File: config.mk
export PLATFORM = sky130hd
export DESIGN_NAME = acpm_top
export DESIGN_NICKNAME = d
export VERILOG_FILES = /design/src/core/acpm_pkg.sv /design/src/core/acpm_avg.sv /design/src/core/acpm_top.sv
export VERILOG_INCLUDE_DIRS = /design/src /design/src/core
export SDC_FILE = /design/constraint.sdc
export NUM_CORES = 1
export LEC_CHECK = 0
export BUFFER_PORTS_ARGS = -buffer_cell sky130_fd_sc_hd__buf_2
export CORE_ASPECT_RATIO = 0.9
export CORE_UTILIZATION = 30
export DETAILED_ROUTE_END_ITERATION = 10
export PLACE_DENSITY = 0.45
export SLEW_MARGIN = 20
export SYNTH_ARGS = -nofsm -noshare
export SYNTH_HDL_FRONTEND = slang
export SYNTH_SLANG_ARGS = --single-unit
File: constraint.sdc
create_clock -name clk_sys -period 9.7 [get_ports clk_sys]
set_input_delay 1.94 -clock clk_sys [delete_from_list [all_inputs] [get_ports clk_sys]]
set_output_delay 1.94 -clock clk_sys [all_outputs]
set_load 0.03 [all_outputs]
File: src/core/acpm_regs.svh
// Parameter indices, reset values, bit positions and limits of the channel monitor
`ifndef ACPM_REGS_SVH
`define ACPM_REGS_SVH

`define ACPM_IDX_DIAG_EN 8'h40
`define ACPM_IDX_LOWER 8'h41
`define ACPM_IDX_UPPER 8'h42
`define ACPM_IDX_AVG_LEN 8'h43
`define ACPM_IDX_FUNC 8'h44

`define ACPM_RST_DIAG_EN 16'h0000
`define ACPM_RST_LOWER 16'h8000
`define ACPM_RST_UPPER 16'h7fff
`define ACPM_RST_AVG_LEN 8'h00
`define ACPM_FUNC_OUT_DEF 8'h06
`define ACPM_FUNC_IN_DEF 8'h01

`define ACPM_FUNC_OUT_U_UNI 8'h06
`define ACPM_FUNC_OUT_U_BI 8'h07
`define ACPM_FUNC_OUT_I_0_20 8'h08
`define ACPM_FUNC_OUT_I_4_20 8'h09
`define ACPM_FUNC_IN_U_UNI 8'h01
`define ACPM_FUNC_IN_U_BI 8'h02
`define ACPM_FUNC_IN_I_0_20 8'h03
`define ACPM_FUNC_IN_I_4_20 8'h04

`define ACPM_AVG_MAX 8'h40

`define ACPM_BIT_BELOW_MIN 1
`define ACPM_BIT_ABOVE_MAX 2
`define ACPM_BIT_OVERTEMP 3
`define ACPM_BIT_SUPPLY_HI 4
`define ACPM_BIT_SUPPLY_LO 5
`define ACPM_BIT_VOUT_LOW 6
`define ACPM_BIT_VOUT_HIGH 7
`define ACPM_BIT_CABLE_BRK 10
`define ACPM_BIT_SENS_OVC 11
`define ACPM_BIT_UNDERDRV 14
`define ACPM_BIT_OVERDRV 15

`define ACPM_PD_FULL_POS 16'sh6c00
`define ACPM_PD_FULL_NEG -16'sh6c00
`define ACPM_PD_ZERO 16'sh0000

`define ACPM_CODE_BELOW_MIN 16'h1802
`define ACPM_CODE_ABOVE_MAX 16'h1803

`endif

File: src/core/acpm_pkg.sv
// Types shared by the channel monitor modules
package acpm_pkg;
    typedef enum logic [1:0] {
        ACPM_LAY_U_UNI,
        ACPM_LAY_U_BI,
        ACPM_LAY_I_0_20,
        ACPM_LAY_I_4_20
    } acpm_layout_t;

    typedef enum logic {
        ACPM_DIV_IDLE,
        ACPM_DIV_RUN
    } acpm_div_state_t;
endpackage : acpm_pkg

File: src/core/acpm_avg.sv
// Moving-average filter over up to 64 samples with serial divider
`timescale 1ns/1ps
`default_nettype none
`include "acpm_regs.svh"

module acpm_avg
    import acpm_pkg::*;
(
    input wire logic clk_sys,
    input wire logic rstn,
    input wire logic signed [15:0] sample_i,
    input wire logic sample_valid,
    input wire logic [7:0] window,
    output logic signed [15:0] avg_q,
    output logic avg_valid_q
);
    logic signed [15:0] ring_q [0:63];
    logic [5:0] ptr_q;
    logic [6:0] fill_q;
    logic [6:0] fill_d;
    logic [7:0] win_q;
    logic signed [22:0] sum_q;
    logic signed [22:0] sum_d;
    logic signed [15:0] oldest;
    acpm_div_state_t div_q;
    logic [22:0] quo_q;
    logic [7:0] rem_q;
    logic [7:0] rem_n;
    logic [22:0] quo_n;
    logic [7:0] dvs_q;
    logic neg_q;
    logic [4:0] cnt_q;
    logic take;

    // Samples arriving mid-division are dropped; an IO-Link cycle is far longer
    assign take = sample_valid && (div_q == ACPM_DIV_IDLE);
    assign oldest = ring_q[ptr_q - win_q[5:0]];
    assign fill_d = (fill_q == win_q[6:0]) ? fill_q : fill_q + 7'd1;
    assign sum_d = sum_q + 23'(sample_i)
                   - ((fill_q == win_q[6:0]) ? 23'(oldest) : 23'sd0);
    assign rem_n = {rem_q[6:0], quo_q[22]};
    // Final quotient bit lands in the same edge as the result
    assign quo_n = {quo_q[21:0], rem_n >= dvs_q};

    always_ff @(posedge clk_sys) begin
        if (take) begin
            ring_q[ptr_q] <= sample_i;
        end
    end

    // Window change restarts the history so no stale samples mix in
    always_ff @(posedge clk_sys or negedge rstn) begin
        if (!rstn) begin
            ptr_q <= 6'h00;
            fill_q <= 7'h00;
            sum_q <= 23'sh000000;
            win_q <= `ACPM_RST_AVG_LEN;
        end else if (window != win_q) begin
            ptr_q <= 6'h00;
            fill_q <= 7'h00;
            sum_q <= 23'sh000000;
            win_q <= window;
        end else if (take && win_q != 8'h00) begin
            ptr_q <= ptr_q + 6'h01;
            fill_q <= fill_d;
            sum_q <= sum_d;
        end
    end

    always_ff @(posedge clk_sys or negedge rstn) begin
        if (!rstn) begin
            div_q <= ACPM_DIV_IDLE;
            quo_q <= 23'h000000;
            rem_q <= 8'h00;
            dvs_q <= 8'h01;
            neg_q <= 1'b0;
            cnt_q <= 5'h00;
            avg_q <= 16'sh0000;
            avg_valid_q <= 1'b0;
        end else begin
            avg_valid_q <= 1'b0;
            case (div_q)
                ACPM_DIV_IDLE: begin
                    if (take && window == win_q && win_q == 8'h00) begin
                        avg_q <= sample_i;
                        avg_valid_q <= 1'b1;
                    end else if (take && window == win_q) begin
                        neg_q <= sum_d[22];
                        quo_q <= sum_d[22] ? 23'(-sum_d) : 23'(sum_d);
                        rem_q <= 8'h00;
                        dvs_q <= {1'b0, fill_d};
                        cnt_q <= 5'd22;
                        div_q <= ACPM_DIV_RUN;
                    end
                end
                ACPM_DIV_RUN: begin
                    if (rem_n >= dvs_q) begin
                        rem_q <= rem_n - dvs_q;
                        quo_q <= {quo_q[21:0], 1'b1};
                    end else begin
                        rem_q <= rem_n;
                        quo_q <= {quo_q[21:0], 1'b0};
                    end
                    cnt_q <= cnt_q - 5'd1;
                    if (cnt_q == 5'd0) begin
                        avg_q <= neg_q ? -quo_n[15:0] : quo_n[15:0];
                        avg_valid_q <= 1'b1;
                        div_q <= ACPM_DIV_IDLE;
                    end
                end
                default: div_q <= ACPM_DIV_IDLE;
            endcase
        end
    end
endmodule : acpm_avg
`default_nettype wire

File: src/core/acpm_top.sv
// Parameter store and diagnostic monitor for one analog converter channel
//
// Overview of operation
// - Event raised only while its enable bit set
// - Bit 1 below-min, bit 2 above-max enables
// - Bit 3 enables overtemperature above 85 C
// - Bits 4/5 enable supply over/under voltage
// - Current outputs: bit 10 break; bit 11 overcurrent in all functions
// - Unipolar: underdrive below 0, overdrive above 27648
// - Bipolar voltage: limits are -27648 and 27648
// - Voltage outputs: bits 6/7 output below/above setpoint
// - Bit layout follows active channel function
// - Output multi accepts codes 0x06 to 0x09
// - Input multi accepts codes 0x01 to 0x04
// - Multi variant: illegal function code raises error alert
// - Multi variant write changes active function
// - Fixed variant accepts write, keeps value
// - Below lower threshold raises minimum event
// - Above upper threshold raises maximum event
// - Output variant compares master output data
// - Input variant compares data sent upstream
// - Moving average counted in IO-Link cycles
// - Window 0 bypasses, 1..64 averages samples
// - Window above 64 reports an error
// - Threshold events coded 0x1802 and 0x1803
`timescale 1ns/1ps
`default_nettype none
`include "acpm_regs.svh"

module acpm_top
    import acpm_pkg::*;
#(
    parameter bit IS_OUTPUT = 1'b1,
    parameter bit IS_MULTI = 1'b1,
    parameter logic [7:0] FIXED_FUNC = `ACPM_FUNC_OUT_DEF
)
(
    input wire logic clk_sys,
    input wire logic rstn,
    input wire logic param_wr,
    input wire logic param_rd,
    input wire logic [7:0] param_idx,
    input wire logic [15:0] param_wdata,
    output logic [15:0] param_rdata_q,
    output logic param_ack_q,
    output logic param_err_q,
    input wire logic cycle_strobe,
    input wire logic signed [15:0] pd_out_word,
    input wire logic signed [15:0] meas_word,
    output logic signed [15:0] filtered_word_q,
    output logic filtered_valid_q,
    input wire logic temp_over_pin,
    input wire logic supply_high_pin,
    input wire logic supply_low_pin,
    input wire logic cable_break_pin,
    input wire logic sensor_ovc_pin,
    input wire logic vout_low_pin,
    input wire logic vout_high_pin,
    output logic [15:0] diag_active_q,
    output logic func_error_q,
    output logic avg_error_q,
    output logic evt_valid_q,
    output logic [15:0] evt_code_q,
    output logic evt_appear_q
);
    localparam logic [7:0] FUNC_DEF = IS_OUTPUT ? `ACPM_FUNC_OUT_DEF : `ACPM_FUNC_IN_DEF;

    logic [15:0] diag_en_q;
    logic signed [15:0] lower_q;
    logic signed [15:0] upper_q;
    logic [7:0] avg_len_q;
    logic [7:0] func_q;
    logic [6:0] pins_meta_q;
    logic [6:0] pins_q;
    logic wr_diag;
    logic wr_lower;
    logic wr_upper;
    logic wr_avg;
    logic wr_func;
    logic idx_known;
    logic func_code_ok;
    logic avg_len_ok;
    acpm_layout_t layout;
    logic [15:0] layout_mask;
    logic [15:0] raw_cond;
    logic [15:0] diag_d;
    logic signed [15:0] monitored_q;
    logic signed [15:0] filt_in;
    logic signed [15:0] avg_word;
    logic avg_valid;
    logic [15:0] rdata_d;
    logic max_rep_q;
    logic max_seen_q;
    logic evt_pend_max;

    // Parameter access decode
    assign wr_diag = param_wr && param_idx == `ACPM_IDX_DIAG_EN;
    assign wr_lower = param_wr && param_idx == `ACPM_IDX_LOWER;
    assign wr_upper = param_wr && param_idx == `ACPM_IDX_UPPER;
    assign wr_avg = param_wr && param_idx == `ACPM_IDX_AVG_LEN;
    assign wr_func = param_wr && param_idx == `ACPM_IDX_FUNC;
    assign idx_known = param_idx inside {`ACPM_IDX_DIAG_EN, `ACPM_IDX_LOWER,
                                         `ACPM_IDX_UPPER, `ACPM_IDX_AVG_LEN,
                                         `ACPM_IDX_FUNC};

    always_comb begin
        if (IS_OUTPUT) begin
            func_code_ok = param_wdata[7:0] >= `ACPM_FUNC_OUT_U_UNI
                           && param_wdata[7:0] <= `ACPM_FUNC_OUT_I_4_20;
        end else begin
            func_code_ok = param_wdata[7:0] >= `ACPM_FUNC_IN_U_UNI
                           && param_wdata[7:0] <= `ACPM_FUNC_IN_I_4_20;
        end
    end

    assign avg_len_ok = param_wdata[15:8] == 8'h00 && param_wdata[7:0] <= `ACPM_AVG_MAX;

    always_ff @(posedge clk_sys or negedge rstn) begin
        if (!rstn) begin
            diag_en_q <= `ACPM_RST_DIAG_EN;
        end else if (wr_diag) begin
            diag_en_q <= param_wdata;
        end
    end

    // Stored as written, scaling is master's
    always_ff @(posedge clk_sys or negedge rstn) begin
        if (!rstn) begin
            lower_q <= `ACPM_RST_LOWER;
        end else if (wr_lower) begin
            lower_q <= param_wdata;
        end
    end

    always_ff @(posedge clk_sys or negedge rstn) begin
        if (!rstn) begin
            upper_q <= `ACPM_RST_UPPER;
        end else if (wr_upper) begin
            upper_q <= param_wdata;
        end
    end

    // Illegal window is not adopted so the filter keeps running
    always_ff @(posedge clk_sys or negedge rstn) begin
        if (!rstn) begin
            avg_len_q <= `ACPM_RST_AVG_LEN;
        end else if (wr_avg && avg_len_ok) begin
            avg_len_q <= param_wdata[7:0];
        end
    end

    // Error stands until a legal window is written
    always_ff @(posedge clk_sys or negedge rstn) begin
        if (!rstn) begin
            avg_error_q <= 1'b0;
        end else if (wr_avg) begin
            avg_error_q <= !avg_len_ok;
        end
    end

    always_ff @(posedge clk_sys or negedge rstn) begin
        if (!rstn) begin
            func_q <= IS_MULTI ? FUNC_DEF : FIXED_FUNC;
        end else if (IS_MULTI && wr_func && func_code_ok && param_wdata[15:8] == 8'h00) begin
            func_q <= param_wdata[7:0];
        end
    end

    // Alert until a legal code is written
    always_ff @(posedge clk_sys or negedge rstn) begin
        if (!rstn) begin
            func_error_q <= 1'b0;
        end else if (IS_MULTI && wr_func) begin
            func_error_q <= !(func_code_ok && param_wdata[15:8] == 8'h00);
        end
    end

    always_comb begin
        case (param_idx)
            `ACPM_IDX_DIAG_EN: rdata_d = diag_en_q;
            `ACPM_IDX_LOWER: rdata_d = lower_q;
            `ACPM_IDX_UPPER: rdata_d = upper_q;
            `ACPM_IDX_AVG_LEN: rdata_d = {8'h00, avg_len_q};
            `ACPM_IDX_FUNC: rdata_d = {8'h00, func_q};
            default: rdata_d = 16'h0000;
        endcase
    end

    // Answer one cycle after the request; unknown index flagged
    always_ff @(posedge clk_sys or negedge rstn) begin
        if (!rstn) begin
            param_ack_q <= 1'b0;
            param_err_q <= 1'b0;
            param_rdata_q <= 16'h0000;
        end else begin
            param_ack_q <= param_wr || param_rd;
            param_err_q <= (param_wr || param_rd) && (!idx_known
                           || (wr_avg && !avg_len_ok)
                           || (wr_func && IS_MULTI
                               && !(func_code_ok && param_wdata[15:8] == 8'h00)));
            if (param_rd) begin
                param_rdata_q <= rdata_d;
            end
        end
    end

    // Front-end status pins cross in through two flops
    always_ff @(posedge clk_sys or negedge rstn) begin
        if (!rstn) begin
            pins_meta_q <= 7'h00;
            pins_q <= 7'h00;
        end else begin
            pins_meta_q <= {vout_high_pin, vout_low_pin, sensor_ovc_pin, cable_break_pin,
                            supply_low_pin, supply_high_pin, temp_over_pin};
            pins_q <= pins_meta_q;
        end
    end

    assign filt_in = IS_OUTPUT ? pd_out_word : meas_word;

    acpm_avg u_avg (
        .clk_sys(clk_sys),
        .rstn(rstn),
        .sample_i(filt_in),
        .sample_valid(cycle_strobe),
        .window(avg_len_q),
        .avg_q(avg_word),
        .avg_valid_q(avg_valid)
    );

    always_ff @(posedge clk_sys or negedge rstn) begin
        if (!rstn) begin
            filtered_word_q <= 16'sh0000;
            filtered_valid_q <= 1'b0;
        end else begin
            filtered_valid_q <= avg_valid;
            if (avg_valid) begin
                filtered_word_q <= avg_word;
            end
        end
    end

    // Input variant watches filtered upstream data
    always_ff @(posedge clk_sys or negedge rstn) begin
        if (!rstn) begin
            monitored_q <= 16'sh0000;
        end else if (IS_OUTPUT && cycle_strobe) begin
            monitored_q <= pd_out_word;
        end else if (!IS_OUTPUT && avg_valid) begin
            monitored_q <= avg_word;
        end
    end

    always_comb begin
        case (func_q)
            `ACPM_FUNC_OUT_U_UNI, `ACPM_FUNC_IN_U_UNI: layout = ACPM_LAY_U_UNI;
            `ACPM_FUNC_OUT_U_BI, `ACPM_FUNC_IN_U_BI: layout = ACPM_LAY_U_BI;
            `ACPM_FUNC_OUT_I_0_20, `ACPM_FUNC_IN_I_0_20: layout = ACPM_LAY_I_0_20;
            `ACPM_FUNC_OUT_I_4_20, `ACPM_FUNC_IN_I_4_20: layout = ACPM_LAY_I_4_20;
            default: layout = ACPM_LAY_U_UNI;
        endcase
    end

    always_comb begin
        layout_mask = 16'h0000;
        layout_mask[`ACPM_BIT_BELOW_MIN] = 1'b1;
        layout_mask[`ACPM_BIT_ABOVE_MAX] = 1'b1;
        layout_mask[`ACPM_BIT_OVERTEMP] = 1'b1;
        layout_mask[`ACPM_BIT_SUPPLY_HI] = 1'b1;
        layout_mask[`ACPM_BIT_SUPPLY_LO] = 1'b1;
        layout_mask[`ACPM_BIT_SENS_OVC] = 1'b1;
        layout_mask[`ACPM_BIT_UNDERDRV] = IS_OUTPUT;
        layout_mask[`ACPM_BIT_OVERDRV] = IS_OUTPUT;
        case (layout)
            ACPM_LAY_U_UNI, ACPM_LAY_U_BI: begin
                layout_mask[`ACPM_BIT_VOUT_LOW] = IS_OUTPUT;
                layout_mask[`ACPM_BIT_VOUT_HIGH] = IS_OUTPUT;
            end
            ACPM_LAY_I_0_20, ACPM_LAY_I_4_20: begin
                layout_mask[`ACPM_BIT_CABLE_BRK] = IS_OUTPUT;
            end
            default: begin
                layout_mask[`ACPM_BIT_CABLE_BRK] = 1'b0;
            end
        endcase
    end

    always_comb begin
        raw_cond = 16'h0000;
        raw_cond[`ACPM_BIT_BELOW_MIN] = monitored_q < lower_q;
        raw_cond[`ACPM_BIT_ABOVE_MAX] = monitored_q > upper_q;
        raw_cond[`ACPM_BIT_OVERTEMP] = pins_q[0];
        raw_cond[`ACPM_BIT_SUPPLY_HI] = pins_q[1];
        raw_cond[`ACPM_BIT_SUPPLY_LO] = pins_q[2];
        raw_cond[`ACPM_BIT_CABLE_BRK] = pins_q[3];
        raw_cond[`ACPM_BIT_SENS_OVC] = pins_q[4];
        raw_cond[`ACPM_BIT_VOUT_LOW] = pins_q[5];
        raw_cond[`ACPM_BIT_VOUT_HIGH] = pins_q[6];
        if (layout == ACPM_LAY_U_BI) begin
            raw_cond[`ACPM_BIT_UNDERDRV] = monitored_q < `ACPM_PD_FULL_NEG;
        end else begin
            raw_cond[`ACPM_BIT_UNDERDRV] = monitored_q < `ACPM_PD_ZERO;
        end
        raw_cond[`ACPM_BIT_OVERDRV] = monitored_q > `ACPM_PD_FULL_POS;
    end

    // Threshold enables at bits 1 and 2
    assign diag_d = raw_cond & diag_en_q & layout_mask;

    always_ff @(posedge clk_sys or negedge rstn) begin
        if (!rstn) begin
            diag_active_q <= 16'h0000;
        end else begin
            diag_active_q <= diag_d;
        end
    end

    // Appearing/disappearing threshold messages
    // Minimum wins when both change in one cycle; maximum reports next cycle
    always_ff @(posedge clk_sys or negedge rstn) begin
        if (!rstn) begin
            evt_valid_q <= 1'b0;
            evt_code_q <= 16'h0000;
            evt_appear_q <= 1'b0;
        end else if (diag_d[`ACPM_BIT_BELOW_MIN] != diag_active_q[`ACPM_BIT_BELOW_MIN]) begin
            evt_valid_q <= 1'b1;
            evt_code_q <= `ACPM_CODE_BELOW_MIN;
            evt_appear_q <= diag_d[`ACPM_BIT_BELOW_MIN];
        end else if (evt_pend_max) begin
            evt_valid_q <= 1'b1;
            evt_code_q <= `ACPM_CODE_ABOVE_MAX;
            evt_appear_q <= max_seen_q;
        end else begin
            evt_valid_q <= 1'b0;
        end
    end

    // Last maximum state told to the master
    assign evt_pend_max = max_seen_q != max_rep_q;

    always_ff @(posedge clk_sys or negedge rstn) begin
        if (!rstn) begin
            max_seen_q <= 1'b0;
        end else begin
            max_seen_q <= diag_d[`ACPM_BIT_ABOVE_MAX];
        end
    end

    always_ff @(posedge clk_sys or negedge rstn) begin
        if (!rstn) begin
            max_rep_q <= 1'b0;
        end else if (evt_pend_max
                     && diag_d[`ACPM_BIT_BELOW_MIN] == diag_active_q[`ACPM_BIT_BELOW_MIN]) begin
            max_rep_q <= max_seen_q;
        end
    end
endmodule : acpm_top
`default_nettype wire

==> results.md <==
- Outcome: completed
- Cts bufs inserted: ~140
- Reg clk slew, reported paths: 0.06 ns
- Slew Limit Fails: 0
- Clock latency on the worst-skew pair: between 0.7 and 0.8 ns
- DPL Wire Length: 85700 microns
- RSZ-0062 raised after global routing: false
- Max-Cap Viols: 0
- Seq pwr share: 51.0%
- Fmax: 122 MHz
- Critical path class: reg2reg
- Via/cell ratio: between 4 and 5
- Via count: roughly 28000
- Placed Area: approximately 0.058 sq mm
- GRT overflow: 0
- DRT antenna net count: 0
- 1st-iter DRT viols: 2463
- Warnings from Yosys: 0
- Max Buffers Root-to-Sink: 3
- Placeable Area: roughly 0.18 sq mm
- Adder-Cell Fraction of Synth Area: about 2.7%
- Share of layout cells above drive strength 1: a little over a quarter
- Final Hold Fails: 0
- Relative slew slack: approximately 30%
- Critical Path End Type: flip-flop
- Hold_buf cts: 0
- Crit path time final: about 8 ns
- Largest net degree at the start of global routing: around 160
- Design area: around 0.062 sq mm
- Footprint of the multi-input gates: 0.0157 sq mm
- Post-CTS Setup Bufs: 0
- Die Y: between 400 and 500 microns
- Drt wl/cell: approximately 25 microns
- Mapped cell area: between 0.05 and 0.06 sq mm
- Root Buffer: clkbuf_16
- Internal power: 0.00913 W
- Mapped Cells: approximately 3100
- DRT Pass-1 Iters: 6
- Maximum fanout along the worst path: 33
- Post-synthesis simple-gate area fraction: 4.29%
- Post-synthesis mux area share: around 16%
- FF/Latch Area: about 0.037 sq mm
- EDFF count, synth: around 1000
- PwrDens: 189 mW/mm^2
- Compound-Gate Fraction of Synth Area: 4.31%
- Global placement routability congestion: 0.770
- CP Launch Type: flip-flop
- DRC viols: 0
- Pleak: 21.9 nW
- Final setup fails: 0
- Synth cell types: between 70 and 80
- Initial Util: 30.2%
- Worst Path Required: just over 10 ns
- Post-synthesis xor/xnor area fraction: approximately 1.3%
- Vias in the first global route: around 29000
- Die width: between 400 and 500 microns
- Clock Skews: just under 0.03 ns
- Row count: 147
- Post-synthesis sequential area ratio: between 60% and 70%
- I/O Buffers: 105
- Clk pwr share: between 40 and 50%
- Final period util: 84.2%
- Sink Count: approximately 1300
- IO Count: about 140
- CTS HTree Levels: 4
- Die area: between 0.15 and 0.2 sq mm
- Primary FF master, synth: edfxtp_1
- Worst slew pin tran: 1.05 ns
- Net Sw Frac: between 20% and 30%
- Net switching power: between 0.002 and 0.003 W
- Maximum vdd ir drop: just under 0.0002 V
- Layout fillers: between 15000 and 20000
- Total Neg Setup Slack: 0 ns
- FF+latch count, synth: 1276
- # resized after CTS: 0
- Largest family of logic cells by synthesized area: multiplexers
- CTS tree: done
- WP data arrival: 8.76 ns
- Layout net count: 3498
- Area growth from synthesis to layout: 15.6%
- Routed wire length: roughly 140000 microns
- Aggregate global-route resource usage: between 15 and 20%
- Initial antenna violation count: 7
- Syn Area/Cell: between 15 and 20 sq um
- First-pass GRT wire length: roughly 210000 microns
- Worst min-delay path class: reg2reg
- Logic pwr share: 5.6%
- Asr flop ratio synth: ~20%
-- flip-flops by register name, summed over array words and instances (netlist names), 8 cells and up --
name and count:
u_avg.ring_q 1024, u_avg.quo_q 23, u_avg.sum_q 23, diag_en_q 16, filtered_word_q 16, lower_q 16
monitored_q 16, param_rdata_q 16, u_avg.avg_q 16, upper_q 16, diag_active_q 11, avg_len_q 8
func_q 8, u_avg.win_q 8
-- cell usage after synthesis, drive strengths merged, types with 12 or more instances --
cell type  number  area share, %
nand2         180            1.3
buf            55           0.61
dfrtp         233             11
a21oi          91           0.84
fa             24           0.89
a31oi          12           0.14
nor2          141           0.98
o21ai          91           0.84
clkbuf        129           0.92
xor2           41           0.67
mux2          100            2.1
o221ai         17           0.28
nor2b          33           0.38
mux4          320             13
mux2i          29           0.54
a211oi         41           0.58
nor4           17           0.20
nand4          18           0.21
a21boi         16           0.22
edfxtp       1024             57
ha             77            1.8
xnor2          42           0.68
nor3           17           0.16
and3           12           0.14
or3            12           0.15
nand3          30           0.28
dfstp          19           0.92
a21o           22           0.31
inv           169            1.2
-- final timing paths --
| kind | startpoint | endpoint | slack (ns) | cells after the start |
|---|---|---|---|---|
| worst max-delay path | u_avg.ptr_q[1]$_DFFE_PN0P_ | u_avg.quo_q[6]$_DFFE_PN0P_ | 1.53 | 21 |
| worst min-delay path | pins_meta_q[4]$_DFF_PN0_ | pins_q[4]$_DFF_PN0_ | 0.35 | 0 |
| worst max register to register | u_avg.ptr_q[1]$_DFFE_PN0P_ | u_avg.quo_q[6]$_DFFE_PN0P_ | 1.53 | 21 |
| worst min register to register | pins_meta_q[4]$_DFF_PN0_ | pins_q[4]$_DFF_PN0_ | 0.35 | 0 |
| max in group asynchronous | rstn | u_avg.quo_q[0]$_DFFE_PN0P_ | 6.99 | 2 |
| min in group asynchronous | rstn | u_avg.avg_valid_q$_DFF_PN0_ | 1.24 | 1 |
-- per-layer routing --
| layer | vias up | routed length [microns] | GRT usage, % |
|---|---|---|---|
| met5 | - | 0 | 0 |
| met4 | 0 | 2210 | 3.62 |
| met3 | 139 | 6360 | 2.46 |
| met2 | 617 | 63700 | 23.7 |
| met1 | 15000 | 70600 | 23.9 |
| li1 | 12600 | - | - |
-- area by class of cell --
| class | instances | share of cell area (%) |
|---|---|---|
| Tap cell | 2384 | 4.78 |
| Multi-Input combinational cell | 1510 | 25.1 |
| Timing Repair Buffer | 235 | 2.66 |
| Antenna cell | 2 | 0.00802 |
| Sequential cell | 1276 | 59.4 |
| Clock inverter | 72 | 1.01 |
| Clock buffer | 177 | 5.97 |
| Inverter | 169 | 1.02 |
-- stage by stage --
stage | util [%] | instances | hold slack, ns | power [W] | setup WS [ns]
3_3_place_gp | 32.5 | 5574 | 0.333 | 0.00679 | 1.48
6_report | 34.9 | 5825 | 0.350 | 0.0118 | 1.53
5_1_grt | 34.9 | 5823 | 0.361 | 0.0122 | 1.07
3_5_place_dp | 32.5 | 5574 | 0.335 | 0.00680 | 1.42
4_1_cts | 34.9 | 5823 | 0.354 | 0.0120 | 1.38
2_1_floorplan | - | 3139 | 0.331 | 0.00652 | 2.69
-- power groups by stage --
stage,clock [W],sequential [W],combinational (W)
final,0.00513,0.00602,0.000659
after global routing,0.00548,0.00602,0.000732
after CTS,0.00528,0.00602,0.000669
after detailed placement,0,0.00613,0.000666
after global placement,0,0.00613,0.000665
after floorplan,0,0.00616,0.000366
-- kinds of logic (layout without fill, tap and decap cells) --
group / after synthesis / in the layout
compound gates: 360 / 360
fa+ha+maj: 102 / 102
other cells: 1 / 19
mux: 449 / 449
flops: 1276 / 1276
simple gates: 499 / 499
buf+inv: 353 / 653
xor+xnor: 83 / 83
-- worst max-delay path, stage by stage (launching register included) --
cell	delay [ns]
dfrtp_1	0.50
inv_1	0.14
fa_4	1.31
buf_4	0.49
mux4_2	0.44
mux4_2	0.48
a211oi_1	0.69
a211oi_1	0.30
fa_1	0.56
inv_1	0.05
ha_1	0.44
a21oi_1	0.35
nor2_1	0.07
a21oi_1	0.13
o211ai_1	0.19
a221o_1	0.40
a21oi_1	0.26
xor2_1	0.53
buf_4	0.26
a31oi_1	0.06
xnor2_1	0.20
o221ai_1	0.14
-- cell usage in the layout (no fill, tap or decap), types with 30 or more instances in the layout --
cell,count
a211oi_1,40
a21oi_1,90
buf_2,104
buf_4,118
clkbuf_1,30
clkbuf_16,141
dfrtp_1,232
edfxtp_1,1024
ha_1,76
inv_1,169
mux2_2,100
mux4_2,320
nand2_1,180
nor2_1,105
nor2_2,31
nor2b_1,33
o21ai_0,90
xnor2_1,38
xor2_1,41
Power figures use the tool's default switching activity.
